===== config.mk =====
export PLATFORM = sky130hd
export DESIGN_NAME = rcs_sequencer
export DESIGN_NICKNAME = d
export VERILOG_FILES = /design/src/core/rcs_pkg.sv /design/src/core/rcs_sequencer.sv
export SDC_FILE = /design/constraint.sdc
export NUM_CORES = 1
export LEC_CHECK = 0
export ABC_AREA = 0
export BUFFER_PORTS_ARGS = -buffer_cell sky130_fd_sc_hd__buf_2
export CELL_PAD_IN_SITES_DETAIL_PLACEMENT = 2
export CELL_PAD_IN_SITES_GLOBAL_PLACEMENT = 2
export CORE_ASPECT_RATIO = 0.75
export CORE_MARGIN = 2
export CORE_UTILIZATION = 41
export DETAILED_ROUTE_END_ITERATION = 8
export PLACE_DENSITY = 0.84
export SETUP_SLACK_MARGIN = 0.15
export SYNTH_ARGS = -nofsm -noshare
export SYNTH_HDL_FRONTEND = slang
export SYNTH_SLANG_ARGS = --single-unit

===== constraint.sdc =====
create_clock -name i_clock -period 205 [get_ports i_clock]
set_input_delay 41 -clock i_clock [delete_from_list [all_inputs] [get_ports i_clock]]
set_output_delay 41 -clock i_clock [all_outputs]
set_load 0.03 [all_outputs]

===== src/core/rcs_pkg.sv =====
// package: constants of the relay close/open sequencer
// assumes a 25 MHz clock and a 32-bit AXI4-Lite register bus
package rcs_pkg;
   // timing
   localparam int CLK_KHZ    = 25000;
   localparam int SETTLE_NS  = 5000;     // relay settling time per step
   localparam int SETTLE_CYC = (SETTLE_NS * CLK_KHZ + 999999) / 1000000;
   // register byte offsets
   localparam logic [7:0] OFS_CTRL  = 8'h00;
   localparam logic [7:0] OFS_CMD   = 8'h04;
   localparam logic [7:0] OFS_LIST  = 8'h08;
   localparam logic [7:0] OFS_SLOTS = 8'h0C;
   localparam logic [7:0] OFS_ASSOC = 8'h10;
   localparam logic [7:0] OFS_CFG   = 8'h14;
   localparam logic [7:0] OFS_FOUR  = 8'h18;
   localparam logic [7:0] OFS_STATE = 8'h1C;
   localparam logic [7:0] OFS_STAT  = 8'h20;
   // control fields and reset value
   localparam int CTRL_RULE_LSB  = 0;
   localparam int CTRL_SEQ_BIT   = 2;
   localparam int CTRL_DRV_LSB   = 3;
   localparam int CTRL_MAX_LSB   = 5;
   localparam logic [31:0] CTRL_RESET = 32'h0000_0080;
   // status fields
   localparam int STAT_BUSY_BIT = 0;
   localparam int STAT_ERR_BIT  = 1;
   localparam int STAT_REF_BIT  = 2;
   // command field
   localparam int CMD_CH_LSB = 8;
   // connect rule codes
   localparam logic [1:0] RULE_BREAK_BEFORE_MAKE = 2'h0;
   localparam logic [1:0] RULE_MAKE_BEFORE_BREAK = 2'h1;
   localparam logic [1:0] RULE_OFF               = 2'h2;
   // drive scheme codes
   localparam logic [1:0] DRV_DIRECT = 2'h0;
   localparam logic [1:0] DRV_MATRIX = 2'h1;
   localparam logic [1:0] DRV_HYBRID = 2'h2;
   // command codes
   localparam logic [2:0] OP_CLOSE    = 3'h0;
   localparam logic [2:0] OP_EXCL     = 3'h1;
   localparam logic [2:0] OP_EXCL_SLT = 3'h2;
   localparam logic [2:0] OP_OPEN     = 3'h3;
   localparam logic [2:0] OP_DMM_CLS  = 3'h4;
   localparam logic [2:0] OP_DMM_OPN  = 3'h5;
   // relay image layout: two slots of 16 relays
   localparam int RELAYS   = 32;
   localparam int SLOTS    = 2;
   localparam int SLOT_W   = 16;
   localparam int BP_IN    = 14;
   localparam int BP_SENSE = 15;
   localparam int PAIR_OFS = 7;
   localparam int CNT_W    = 16;
   // bus responses
   localparam logic [1:0] RESP_OKAY   = 2'h0;
   localparam logic [1:0] RESP_SLVERR = 2'h2;
   // sequencer states
   typedef enum logic [1:0] {ST_IDLE, ST_STEP, ST_SETTLE} rcs_state_t;
endpackage


===== src/core/rcs_sequencer.sv =====
// relay close/open sequencer with an AXI4-Lite register slave
// assumes o_relay drives the relay coils directly, one bit per relay
//
// Added by the designer: the AXI4-Lite slave port and the address map.
module rcs_sequencer #(
   parameter int SETTLE_CYC = rcs_pkg::SETTLE_CYC
) (
   // clock and reset
   input  wire logic        i_clock,
   input  wire logic        i_srst,
   // axi4-lite write address and data
   input  wire logic [7:0]  i_awaddr,
   input  wire logic        i_awvalid,
   output logic             o_awready,
   input  wire logic [31:0] i_wdata,
   input  wire logic [3:0]  i_wstrb,
   input  wire logic        i_wvalid,
   output logic             o_wready,
   // axi4-lite write response
   output logic [1:0]       o_bresp,
   output logic             o_bvalid,
   input  wire logic        i_bready,
   // axi4-lite read
   input  wire logic [7:0]  i_araddr,
   input  wire logic        i_arvalid,
   output logic             o_arready,
   output logic [31:0]      o_rdata,
   output logic [1:0]       o_rresp,
   output logic             o_rvalid,
   input  wire logic        i_rready,
   // relay drive and activity
   output logic [31:0]      o_relay,
   output logic             o_busy
);
   // bus-side registers
   logic [31:0] ctrl_r, ctrl_nxt, list_r, list_nxt, assoc_r, assoc_nxt;
   logic [31:0] cfg_r, cfg_nxt, four_r, four_nxt, rdata_r, rdata_nxt;
   logic [1:0]  slots_r, slots_nxt, bresp_r, bresp_nxt, rresp_r, rresp_nxt;
   logic        bvalid_r, bvalid_nxt, rvalid_r, rvalid_nxt;
   logic        err_r, err_nxt, ref_r, ref_nxt;
   // sequencer registers
   rcs_pkg::rcs_state_t state_r, state_nxt;
   logic [31:0] img_r, img_nxt, po_r, po_nxt, pc_r, pc_nxt;
   logic [rcs_pkg::CNT_W-1:0] cnt_r, cnt_nxt;
   // command decode
   logic        wr_fire, cmd_wr, start, dmm_bad;
   logic [2:0]  op;
   logic [4:0]  ch;
   logic [31:0] lx, dset, tgt, smask, ao, ac, keep;
   logic [5:0]  lim, used;
   logic [1:0]  rule, drv;
   // byte-lane merge of a write
   function automatic logic [31:0] merge(input logic [31:0] o, input logic [31:0] d,
                                         input logic [3:0] s);
      logic [31:0] r;
      r = o;
      for (int b = 0; b < 4; b++) begin
         if (s[b]) begin
            r[b*8 +: 8] = d[b*8 +: 8];
         end
      end
      return r;
   endfunction
   assign rule = ctrl_r[rcs_pkg::CTRL_RULE_LSB +: 2];
   assign drv  = ctrl_r[rcs_pkg::CTRL_DRV_LSB +: 2];
   assign op   = i_wdata[2:0];
   assign ch   = i_wdata[rcs_pkg::CMD_CH_LSB +: 5];
   assign wr_fire = i_awvalid & i_wvalid & ~bvalid_r;
   assign cmd_wr  = wr_fire & (i_awaddr == rcs_pkg::OFS_CMD) & i_wstrb[0];
   // list expansion and slot masks, one pass per slot
   for (genvar s = 0; s < rcs_pkg::SLOTS; s++) begin : g_slot
      localparam int B = s * rcs_pkg::SLOT_W;
      logic [rcs_pkg::SLOT_W-1:0] sl;
      assign sl = list_r[B +: rcs_pkg::SLOT_W];
      always_comb begin
         lx[B +: rcs_pkg::SLOT_W] = sl;
         // assigned backplane relay joins its channel
         if (|(sl[rcs_pkg::BP_IN-1:0] & assoc_r[B +: rcs_pkg::BP_IN])) begin
            lx[B + rcs_pkg::BP_IN] = 1'b1;
         end
         smask[B +: rcs_pkg::SLOT_W] = {rcs_pkg::SLOT_W{slots_r[s]}};
      end
   end
   // dmm set for the channel named in the command
   always_comb begin
      dset = 32'h0000_0000;
      dset[ch] = 1'b1;
      dset[{ch[4], 4'(rcs_pkg::BP_IN)}] = 1'b1;  // input for both two- and four-pole
      if (four_r[ch]) begin
         dset[ch + 5'(rcs_pkg::PAIR_OFS)] = 1'b1;   // pair gives two poles
         dset[{ch[4], 4'(rcs_pkg::BP_SENSE)}] = 1'b1;
      end
      dmm_bad = ~cfg_r[ch] | (ch[3:0] >= 4'(rcs_pkg::BP_IN))
              | (four_r[ch] & (ch[3:0] >= 4'(rcs_pkg::PAIR_OFS)));
   end
   // target image of the requested command
   always_comb begin
      tgt   = img_r;
      start = cmd_wr & (state_r == rcs_pkg::ST_IDLE);
      case (op)
         rcs_pkg::OP_CLOSE:    tgt = img_r | lx;
         rcs_pkg::OP_EXCL:     tgt = lx;
         rcs_pkg::OP_EXCL_SLT: tgt = (img_r & ~smask) | (lx & smask);
         rcs_pkg::OP_OPEN:     tgt = img_r & ~lx;
         rcs_pkg::OP_DMM_CLS: begin
            tgt = (img_r & ~(ch[4] ? 32'hFFFF_0000 : 32'h0000_FFFF)) | dset;
            start = start & ~dmm_bad;
         end
         rcs_pkg::OP_DMM_OPN: begin
            tgt = img_r & ~dset;
            start = start & ~dmm_bad;
         end
         default: start = 1'b0;
      endcase
   end
   // register bus next values
   always_comb begin
      ctrl_nxt  = ctrl_r;
      list_nxt  = list_r;
      slots_nxt = slots_r;
      assoc_nxt = assoc_r;
      cfg_nxt   = cfg_r;
      four_nxt  = four_r;
      err_nxt   = err_r;
      ref_nxt   = ref_r;
      bvalid_nxt = bvalid_r & ~i_bready;
      bresp_nxt  = bresp_r;
      rvalid_nxt = rvalid_r & ~i_rready;
      rresp_nxt  = rresp_r;
      rdata_nxt  = rdata_r;
      if (wr_fire) begin
         bvalid_nxt = 1'b1;
         bresp_nxt  = rcs_pkg::RESP_OKAY;
         case (i_awaddr)
            rcs_pkg::OFS_CTRL:  ctrl_nxt = merge(ctrl_r, i_wdata, i_wstrb);
            rcs_pkg::OFS_CMD:   ;
            rcs_pkg::OFS_LIST:  list_nxt = merge(list_r, i_wdata, i_wstrb);
            rcs_pkg::OFS_SLOTS: slots_nxt = i_wstrb[0] ? i_wdata[1:0] : slots_r;
            rcs_pkg::OFS_ASSOC: assoc_nxt = merge(assoc_r, i_wdata, i_wstrb);
            rcs_pkg::OFS_CFG:   cfg_nxt = merge(cfg_r, i_wdata, i_wstrb);
            rcs_pkg::OFS_FOUR:  four_nxt = merge(four_r, i_wdata, i_wstrb);
            rcs_pkg::OFS_STATE: ;
            rcs_pkg::OFS_STAT: begin
               // write one clears
               if (i_wstrb[0] & i_wdata[rcs_pkg::STAT_ERR_BIT]) begin
                  err_nxt = 1'b0;
               end
               if (i_wstrb[0] & i_wdata[rcs_pkg::STAT_REF_BIT]) begin
                  ref_nxt = 1'b0;
               end
            end
            default: bresp_nxt = rcs_pkg::RESP_SLVERR;
         endcase
      end
      // hardware set wins over a same-cycle clear
      if (cmd_wr & (state_r != rcs_pkg::ST_IDLE)) begin
         ref_nxt = 1'b1;
      end
      if (cmd_wr & (state_r == rcs_pkg::ST_IDLE) & op[2] & ~op[1] & dmm_bad) begin
         err_nxt = 1'b1;
      end
      if (i_arvalid & ~rvalid_r) begin
         rvalid_nxt = 1'b1;
         rresp_nxt  = rcs_pkg::RESP_OKAY;
         case (i_araddr)
            rcs_pkg::OFS_CTRL:  rdata_nxt = ctrl_r;
            rcs_pkg::OFS_CMD:   rdata_nxt = 32'h0000_0000;
            rcs_pkg::OFS_LIST:  rdata_nxt = list_r;
            rcs_pkg::OFS_SLOTS: rdata_nxt = {30'h0000_0000, slots_r};
            rcs_pkg::OFS_ASSOC: rdata_nxt = assoc_r;
            rcs_pkg::OFS_CFG:   rdata_nxt = cfg_r;
            rcs_pkg::OFS_FOUR:  rdata_nxt = four_r;
            rcs_pkg::OFS_STATE: rdata_nxt = img_r;
            rcs_pkg::OFS_STAT:  rdata_nxt = {29'h0000_0000, ref_r, err_r, o_busy};
            default: begin
               rdata_nxt = 32'h0000_0000;
               rresp_nxt = rcs_pkg::RESP_SLVERR;
            end
         endcase
      end
   end
   // register bus flip-flops
   always_ff @(posedge i_clock) begin
      if (i_srst) begin
         ctrl_r   <= rcs_pkg::CTRL_RESET;  // break-first, sequential off
         list_r   <= 32'h0000_0000;
         slots_r  <= 2'h0;
         assoc_r  <= 32'h0000_0000;
         cfg_r    <= 32'h0000_0000;
         four_r   <= 32'h0000_0000;
         err_r    <= 1'b0;
         ref_r    <= 1'b0;
         bvalid_r <= 1'b0;
         bresp_r  <= rcs_pkg::RESP_OKAY;
         rvalid_r <= 1'b0;
         rresp_r  <= rcs_pkg::RESP_OKAY;
         rdata_r  <= 32'h0000_0000;
      end else begin
         ctrl_r   <= ctrl_nxt;
         list_r   <= list_nxt;
         slots_r  <= slots_nxt;
         assoc_r  <= assoc_nxt;
         cfg_r    <= cfg_nxt;
         four_r   <= four_nxt;
         err_r    <= err_nxt;
         ref_r    <= ref_nxt;
         bvalid_r <= bvalid_nxt;
         bresp_r  <= bresp_nxt;
         rvalid_r <= rvalid_nxt;
         rresp_r  <= rresp_nxt;
         rdata_r  <= rdata_nxt;
      end
   end
   // choice of relays for the next step
   always_comb begin
      ao = 32'h0000_0000;
      ac = 32'h0000_0000;
      case (rule)
         rcs_pkg::RULE_MAKE_BEFORE_BREAK: begin
            if (|pc_r) begin
               ac = pc_r;  // closes settle first
            end else begin
               ao = po_r;
            end
         end
         rcs_pkg::RULE_OFF: begin
            ao = po_r;  // no ordering
            ac = pc_r;
         end
         default: begin
            if (|po_r) begin
               ao = po_r;  // opens settle first
            end else begin
               ac = pc_r;
            end
         end
      endcase
      if (ctrl_r[rcs_pkg::CTRL_SEQ_BIT]) begin
         lim = 6'h01;  // one relay a step
      end else if (drv == rcs_pkg::DRV_MATRIX) begin
         lim = (ctrl_r[rcs_pkg::CTRL_MAX_LSB +: 5] == 5'h00) ? 6'h01
             : {1'b0, ctrl_r[rcs_pkg::CTRL_MAX_LSB +: 5]};
      end else begin
         lim = 6'(rcs_pkg::RELAYS);  // all together
      end
      keep = 32'h0000_0000;
      used = 6'h00;
      for (int i = 0; i < rcs_pkg::RELAYS; i++) begin
         if ((ao[i] | ac[i]) && (used < lim)) begin
            keep[i] = 1'b1;
            used = used + 6'h01;
         end
      end
   end
   // sequencer next values
   always_comb begin
      state_nxt = state_r;
      img_nxt   = img_r;
      po_nxt    = po_r;
      pc_nxt    = pc_r;
      cnt_nxt   = cnt_r;
      case (state_r)
         rcs_pkg::ST_IDLE: begin
            if (start) begin
               po_nxt = img_r & ~tgt;
               pc_nxt = tgt & ~img_r;  // closed and wanted stays
               if (|(img_r ^ tgt)) begin
                  state_nxt = rcs_pkg::ST_STEP;
               end
            end
         end
         rcs_pkg::ST_STEP: begin
            img_nxt = (img_r | (ac & keep)) & ~(ao & keep);
            po_nxt  = po_r & ~keep;
            pc_nxt  = pc_r & ~keep;
            cnt_nxt = rcs_pkg::CNT_W'(SETTLE_CYC - 1);
            state_nxt = rcs_pkg::ST_SETTLE;
         end
         rcs_pkg::ST_SETTLE: begin
            if (cnt_r == '0) begin
               state_nxt = (|(po_r | pc_r)) ? rcs_pkg::ST_STEP : rcs_pkg::ST_IDLE;
            end else begin
               cnt_nxt = cnt_r - 1'b1;
            end
         end
         default: state_nxt = rcs_pkg::ST_IDLE;
      endcase
   end
   // sequencer flip-flops
   always_ff @(posedge i_clock) begin
      if (i_srst) begin
         state_r <= rcs_pkg::ST_IDLE;
         img_r   <= 32'h0000_0000;  // all relays open
         po_r    <= 32'h0000_0000;
         pc_r    <= 32'h0000_0000;
         cnt_r   <= '0;
      end else begin
         state_r <= state_nxt;
         img_r   <= img_nxt;
         po_r    <= po_nxt;
         pc_r    <= pc_nxt;
         cnt_r   <= cnt_nxt;
      end
   end
   // outputs
   assign o_awready = wr_fire;
   assign o_wready  = wr_fire;
   assign o_bvalid  = bvalid_r;
   assign o_bresp   = bresp_r;
   assign o_arready = ~rvalid_r;
   assign o_rvalid  = rvalid_r;
   assign o_rdata   = rdata_r;
   assign o_rresp   = rresp_r;
   assign o_relay   = img_r;
   assign o_busy    = (state_r != rcs_pkg::ST_IDLE);
endmodule


# Word-level counts from Yosys, hierarchy flattened
# Cells that the tools add are included.
dict set report word_totals {
  reg_bits 316
  input_bits 59
  output_inout_bits 74
  word_cells 426
}
dict set report classes {
  n_addsub 32
  order_cmp 42
  n_eq_ne 30
  n_mux 114
  n_bitwise 88
  reduce_logical 87
}
# op n
set ops {}
lappend ops {{32-bit AND} 12}
lappend ops {{32-bit 2-to-1 mux} 8}
lappend ops {{32-bit inverter} 8}
lappend ops {{32-bit case mux with 2 select lines} 4}
lappend ops {{32-bit case mux with 8 select lines} 1}
lappend ops {{32-bit bitwise OR} 7}
lappend ops {{6-bit 2-to-1 mux} 32}
lappend ops {{32-bit case mux with 6 select lines} 1}
lappend ops {{6-bit < comparator} 31}
lappend ops {{6-bit by 1-bit adder with 6-bit output (second input constant)} 30}
lappend ops {{32-bit OR reduction} 4}
lappend ops {{3-bit AND reduction} 24}
lappend ops {{8-bit by 5-bit equality test with 1-bit output (second input constant)} 8}
lappend ops {{1-bit 2-to-1 mux} 52}
lappend ops {{1-bit logical AND} 36}
lappend ops {{1-bit bitwise OR} 34}
lappend ops {{8-bit by 4-bit equality test with 1-bit output (second input constant)} 4}
lappend ops {{32-bit by 31-bit bitwise OR with 32-bit output} 1}
lappend ops {{16-bit case mux with 2 select lines} 1}
lappend ops {{32-bit bitwise XOR} 1}
lappend ops {{14-bit AND} 2}
lappend ops {{14-bit OR reduction} 2}
lappend ops {{5-bit by 6-bit < comparator with 1-bit output (second input constant)} 4}
lappend ops {{5-bit by 1-bit greater-or-equal comparator with 1-bit output (second input constant)} 4}
lappend ops {{other kinds (34)} 82}

# Depth between registers and ports, before layout
dict set report logic_depth {
  ltp_word 103
  ltp_mapped 310
  mapped_depth_nobuf 301
}

# Worst setup path before layout
# No wires, ideal clock.
dict set report synth_timing {
  path_type {input -> output}
  startpoint {in i_awvalid}
  endpoint {out o_wready}
  arrival_time_ns 41.948
  path_slack_ns 122.052
  path_stages 3
  path_buffers 1
  path_cell_list {nand2_1 -> nor2_1 -> buf_4}
}
dict set report synth_via {
  elab_chain_cells 2
}
# element line_no
set synth_rtl {}
lappend synth_rtl {{start, declared} rcs_sequencer.sv:13} ;# input wire logic i_awvalid,
lappend synth_rtl {{1-bit AND (2 in a row)} rcs_sequencer.sv:68} ;# assign wr_fire = i_awvalid & i_wvalid & ~bvalid_r;
lappend synth_rtl {{end, declared} rcs_sequencer.sv:18} ;# output logic o_wready,
# No other way between the ends.

# Worst setup path after layout
# Ends and elaborated chain as after synthesis.

==> flow_summary.ini <==
[run_status]
status = complete, no violations

[die]
die_area_sq_um = 64090
io_pins = 133
start_util = 0.4125
core_sq_um = 61680
die_h_um = 219.7
rows = 79
die_w_um = 291.7

[synthesis]
synth.area.mux_share = 0.09948
synth-seq-cells = 314
synth_async_sr_flop_share = 0
synth_area_sq_um = 25440
synthXorXnorAreaFrac = 0.04918
ys_seq_area_frac = 0.2471
postSynthAreaPerCell_sq_um = 8.186
synth_top_flop_cell = dfxtp_1
ys_warn_count = 0
synth-simple-area-share = 0.1972
synth_edf_count = 0
ys_types = 108
synthCells = 3108
synth-compound-area-share = 0.2461
synthAdderAreaFrac = 0.1161
synth_top_family_by_area = compound AO/OA/AOI/OAI gates

[sta]
hold_viol_final = 0
tns_ps = 0
slew_violations = 0
hold-worst-slack_ps = 459.7
rsz0062_at_grt = false
maxSlewHeadroom = 0.1473
setup_viol = 0
fmax_ghz = 0.01207
worst_pin_slew_ps = 1267
period_needed_ps = 82870
fin_crit_sh = 0.4042
fin_ws_ps = 122130
finalClockSkew_ps = 30.19

[routing]
drt-pass1-iter-count = 7
dr_total_vias = 26700
postRouteAntennaNets = 0
drc_errors = 0
wl_per_cell_um = 29.06
drt_wl_total_um = 116700
initialDrtViolationCount = 2242
via_per_inst = 6.649

[clock_tree]
clkSlewWorstSetupHoldPaths_ps = 60
post_cts.repair.setup_buffers = 0
cts_max_level = 2
post_cts_resized = 0
ctsLongestPathBuffers = 3
cts.sinks = 314
cts_tree = built
root_buffer = clkbuf_16
hold_buffers = 0
insertion_delay_ps = 590
cts_made_buffers = 40

[global_route]
grt_pass1_wl_um = 178700
gr-total-overflow = 0
grt_pass1_vias = 28800
grt_start_max_net_pins = 107
grt_use_total = 0.3550
antenna_found_initial = 2

[power_and_ir_drop]
leakage_nw = 12.83
power_density_nw_per_um2 = 5.267
power.total_w = 0.0001492
peakVddDrop_uv = 6.474

[setup_path]
reg2reg_depth = 281
rr_endpoint = po_r[31]
cp-end-kind = output port
rr_startpoint = pc_r[25]
cp_max_fo = 7
crit_type = in -> out
required_ps = 164000
critPathArrivalTime_ps = 41870
start_kind = primary input
r2r_slack_ps = 123530

[finish]
final_cell_mix = 406 x nor2_1, 314 x dfxtp_1, 249 x nand2_1
layout_commonest_cell = nor2_1
post-route-util = 0.4593
drive_gt1_frac = 0.1251
area_delta_synth_final_pct = 11.35
n_antenna_cell = 0
nNetsFinal = 3469

[placement]
place.gp.congestion = 0.8737
place_ws_ps = 122160
post-dp-hpwl_um = 80670
port_buffers = 130

[min_path]
hp-start = o_rresp[1]
worstHoldEndpoint = o_rresp[1]
whs_path_depth = 2
hold_class = reg -> reg

[flow_run]
drv_cap = 0
## flip-flops by register name (all words and copies together) (netlist names)
name / flops
assoc_r: 32
cfg_r: 32
ctrl_r: 32
four_r: 32
list_r: 32
o_rdata: 32
o_relay: 32
pc_r: 32
po_r: 32
cnt_r: 16
slots_r: 2
state_r: 2
err_r: 1
o_bresp: 1
o_bvalid: 1
o_rresp: 1
o_rvalid: 1
ref_r: 1
## worst max-delay path: stages
cell,delay (ps)
buf_2,80
nand2_1,40
nor2_1,280
buf_4,240
buf_2,220
## synth_stat cells (10+ instances only)
library cell,number,area (sq um)
nor3_1,44,220.2
and2_1,37,231.5
a211oi_1,22,165.2
a22oi_1,116,870.8
mux2_2,25,281.5
ha_1,236,2953
a211o_1,23,201.4
o21a_1,15,112.6
nor4_1,30,187.7
a21boi_0,10,75.07
a31oi_1,48,300.3
a311oi_1,33,289.0
nor2b_1,22,137.6
o21bai_1,18,135.1
o211ai_1,21,157.7
nand3_1,81,405.4
nor2_1,409,1535
o21ai_0,117,585.6
inv_1,134,503.0
xnor2_1,35,306.5
a221oi_1,56,490.5
or3_1,17,106.4
mux4_2,20,450.4
or2_2,21,131.4
a21o_1,76,570.6
and3_1,19,118.9
a222oi_1,13,130.1
o221ai_1,19,166.4
dfxtp_1,314,6286
clkbuf_1,146,548.0
mux2i_1,174,1742
o211a_1,11,110.1
o31ai_1,10,75.07
a21oi_1,159,795.8
xor2_1,26,227.7
nand4_1,50,312.8
nand2_1,253,949.7
nand2b_1,23,143.9
## logic make-up after synthesis
kind of cell             count (synthesis)
adder cells (fa/ha/maj)                236
AND/OR/NAND/NOR                       1069
other                                    1
AO/OA/AOI/OAI                          872
flip-flops                             314
multiplexers                           223
XOR/XNOR                                95
buffers and inverters                  298
## routing by layer
layer / vias to the layer above / part of all wire / track usage
li1: 11690 / - / -
met1: 13680 / 0.43 / 0.4543
met2: 1059 / 0.47 / 0.5987
met3: 273 / 0.067 / 0.05749
met4: 2 / 0.039 / 0.1409
met5: - / 0.000086 / 0
## through the flow
step           cells  instance area (sq um)
3_5_place_dp    3942                  26910
4_1_cts         4015                  28330
3_3_place_gp    3942                  26910
5_1_grt         4015                  28330
6_report        4015                  28330
2_1_floorplan   3114                  25470
## power by group
part           switching (W)  internal, W    total, W
clock network      0.0000313    0.0000464   0.0000778
logic             0.00000714   0.00000255  0.00000970
registers        0.000000284    0.0000615   0.0000618
total              0.0000388     0.000110    0.000149
## worst max path at each step
| stage | from | to | slack, ps | depth (start not counted) |
|---|---|---|---|---|
| floorplan | i_awvalid | o_wready | 122050 | 3 |
| global route | pc_r[25] | po_r[31] | 118370 | 279 |
| CTS | i_wvalid | o_wready | 122110 | 5 |
| global placement | i_awvalid | o_wready | 122180 | 5 |
| finish | i_awvalid | o_wready | 122130 | 5 |
| detailed placement | i_wvalid | o_wready | 122160 | 5 |
## layout make-up
| cell class | count | area [sq um] |
|---|---|---|
| Tap cell | 810 | 1013 |
| Fill cell | 6792 | 33350 |
| Multi-Input combinational cell | 2502 | 18090 |
| Clock buffer | 52 | 1117 |
| Clock inverter | 21 | 300.3 |
| Inverter | 141 | 529.3 |
| Sequential cell | 314 | 6286 |
| Timing Repair Buffer | 175 | 998.5 |
Power figures use the tool's default switching activity.
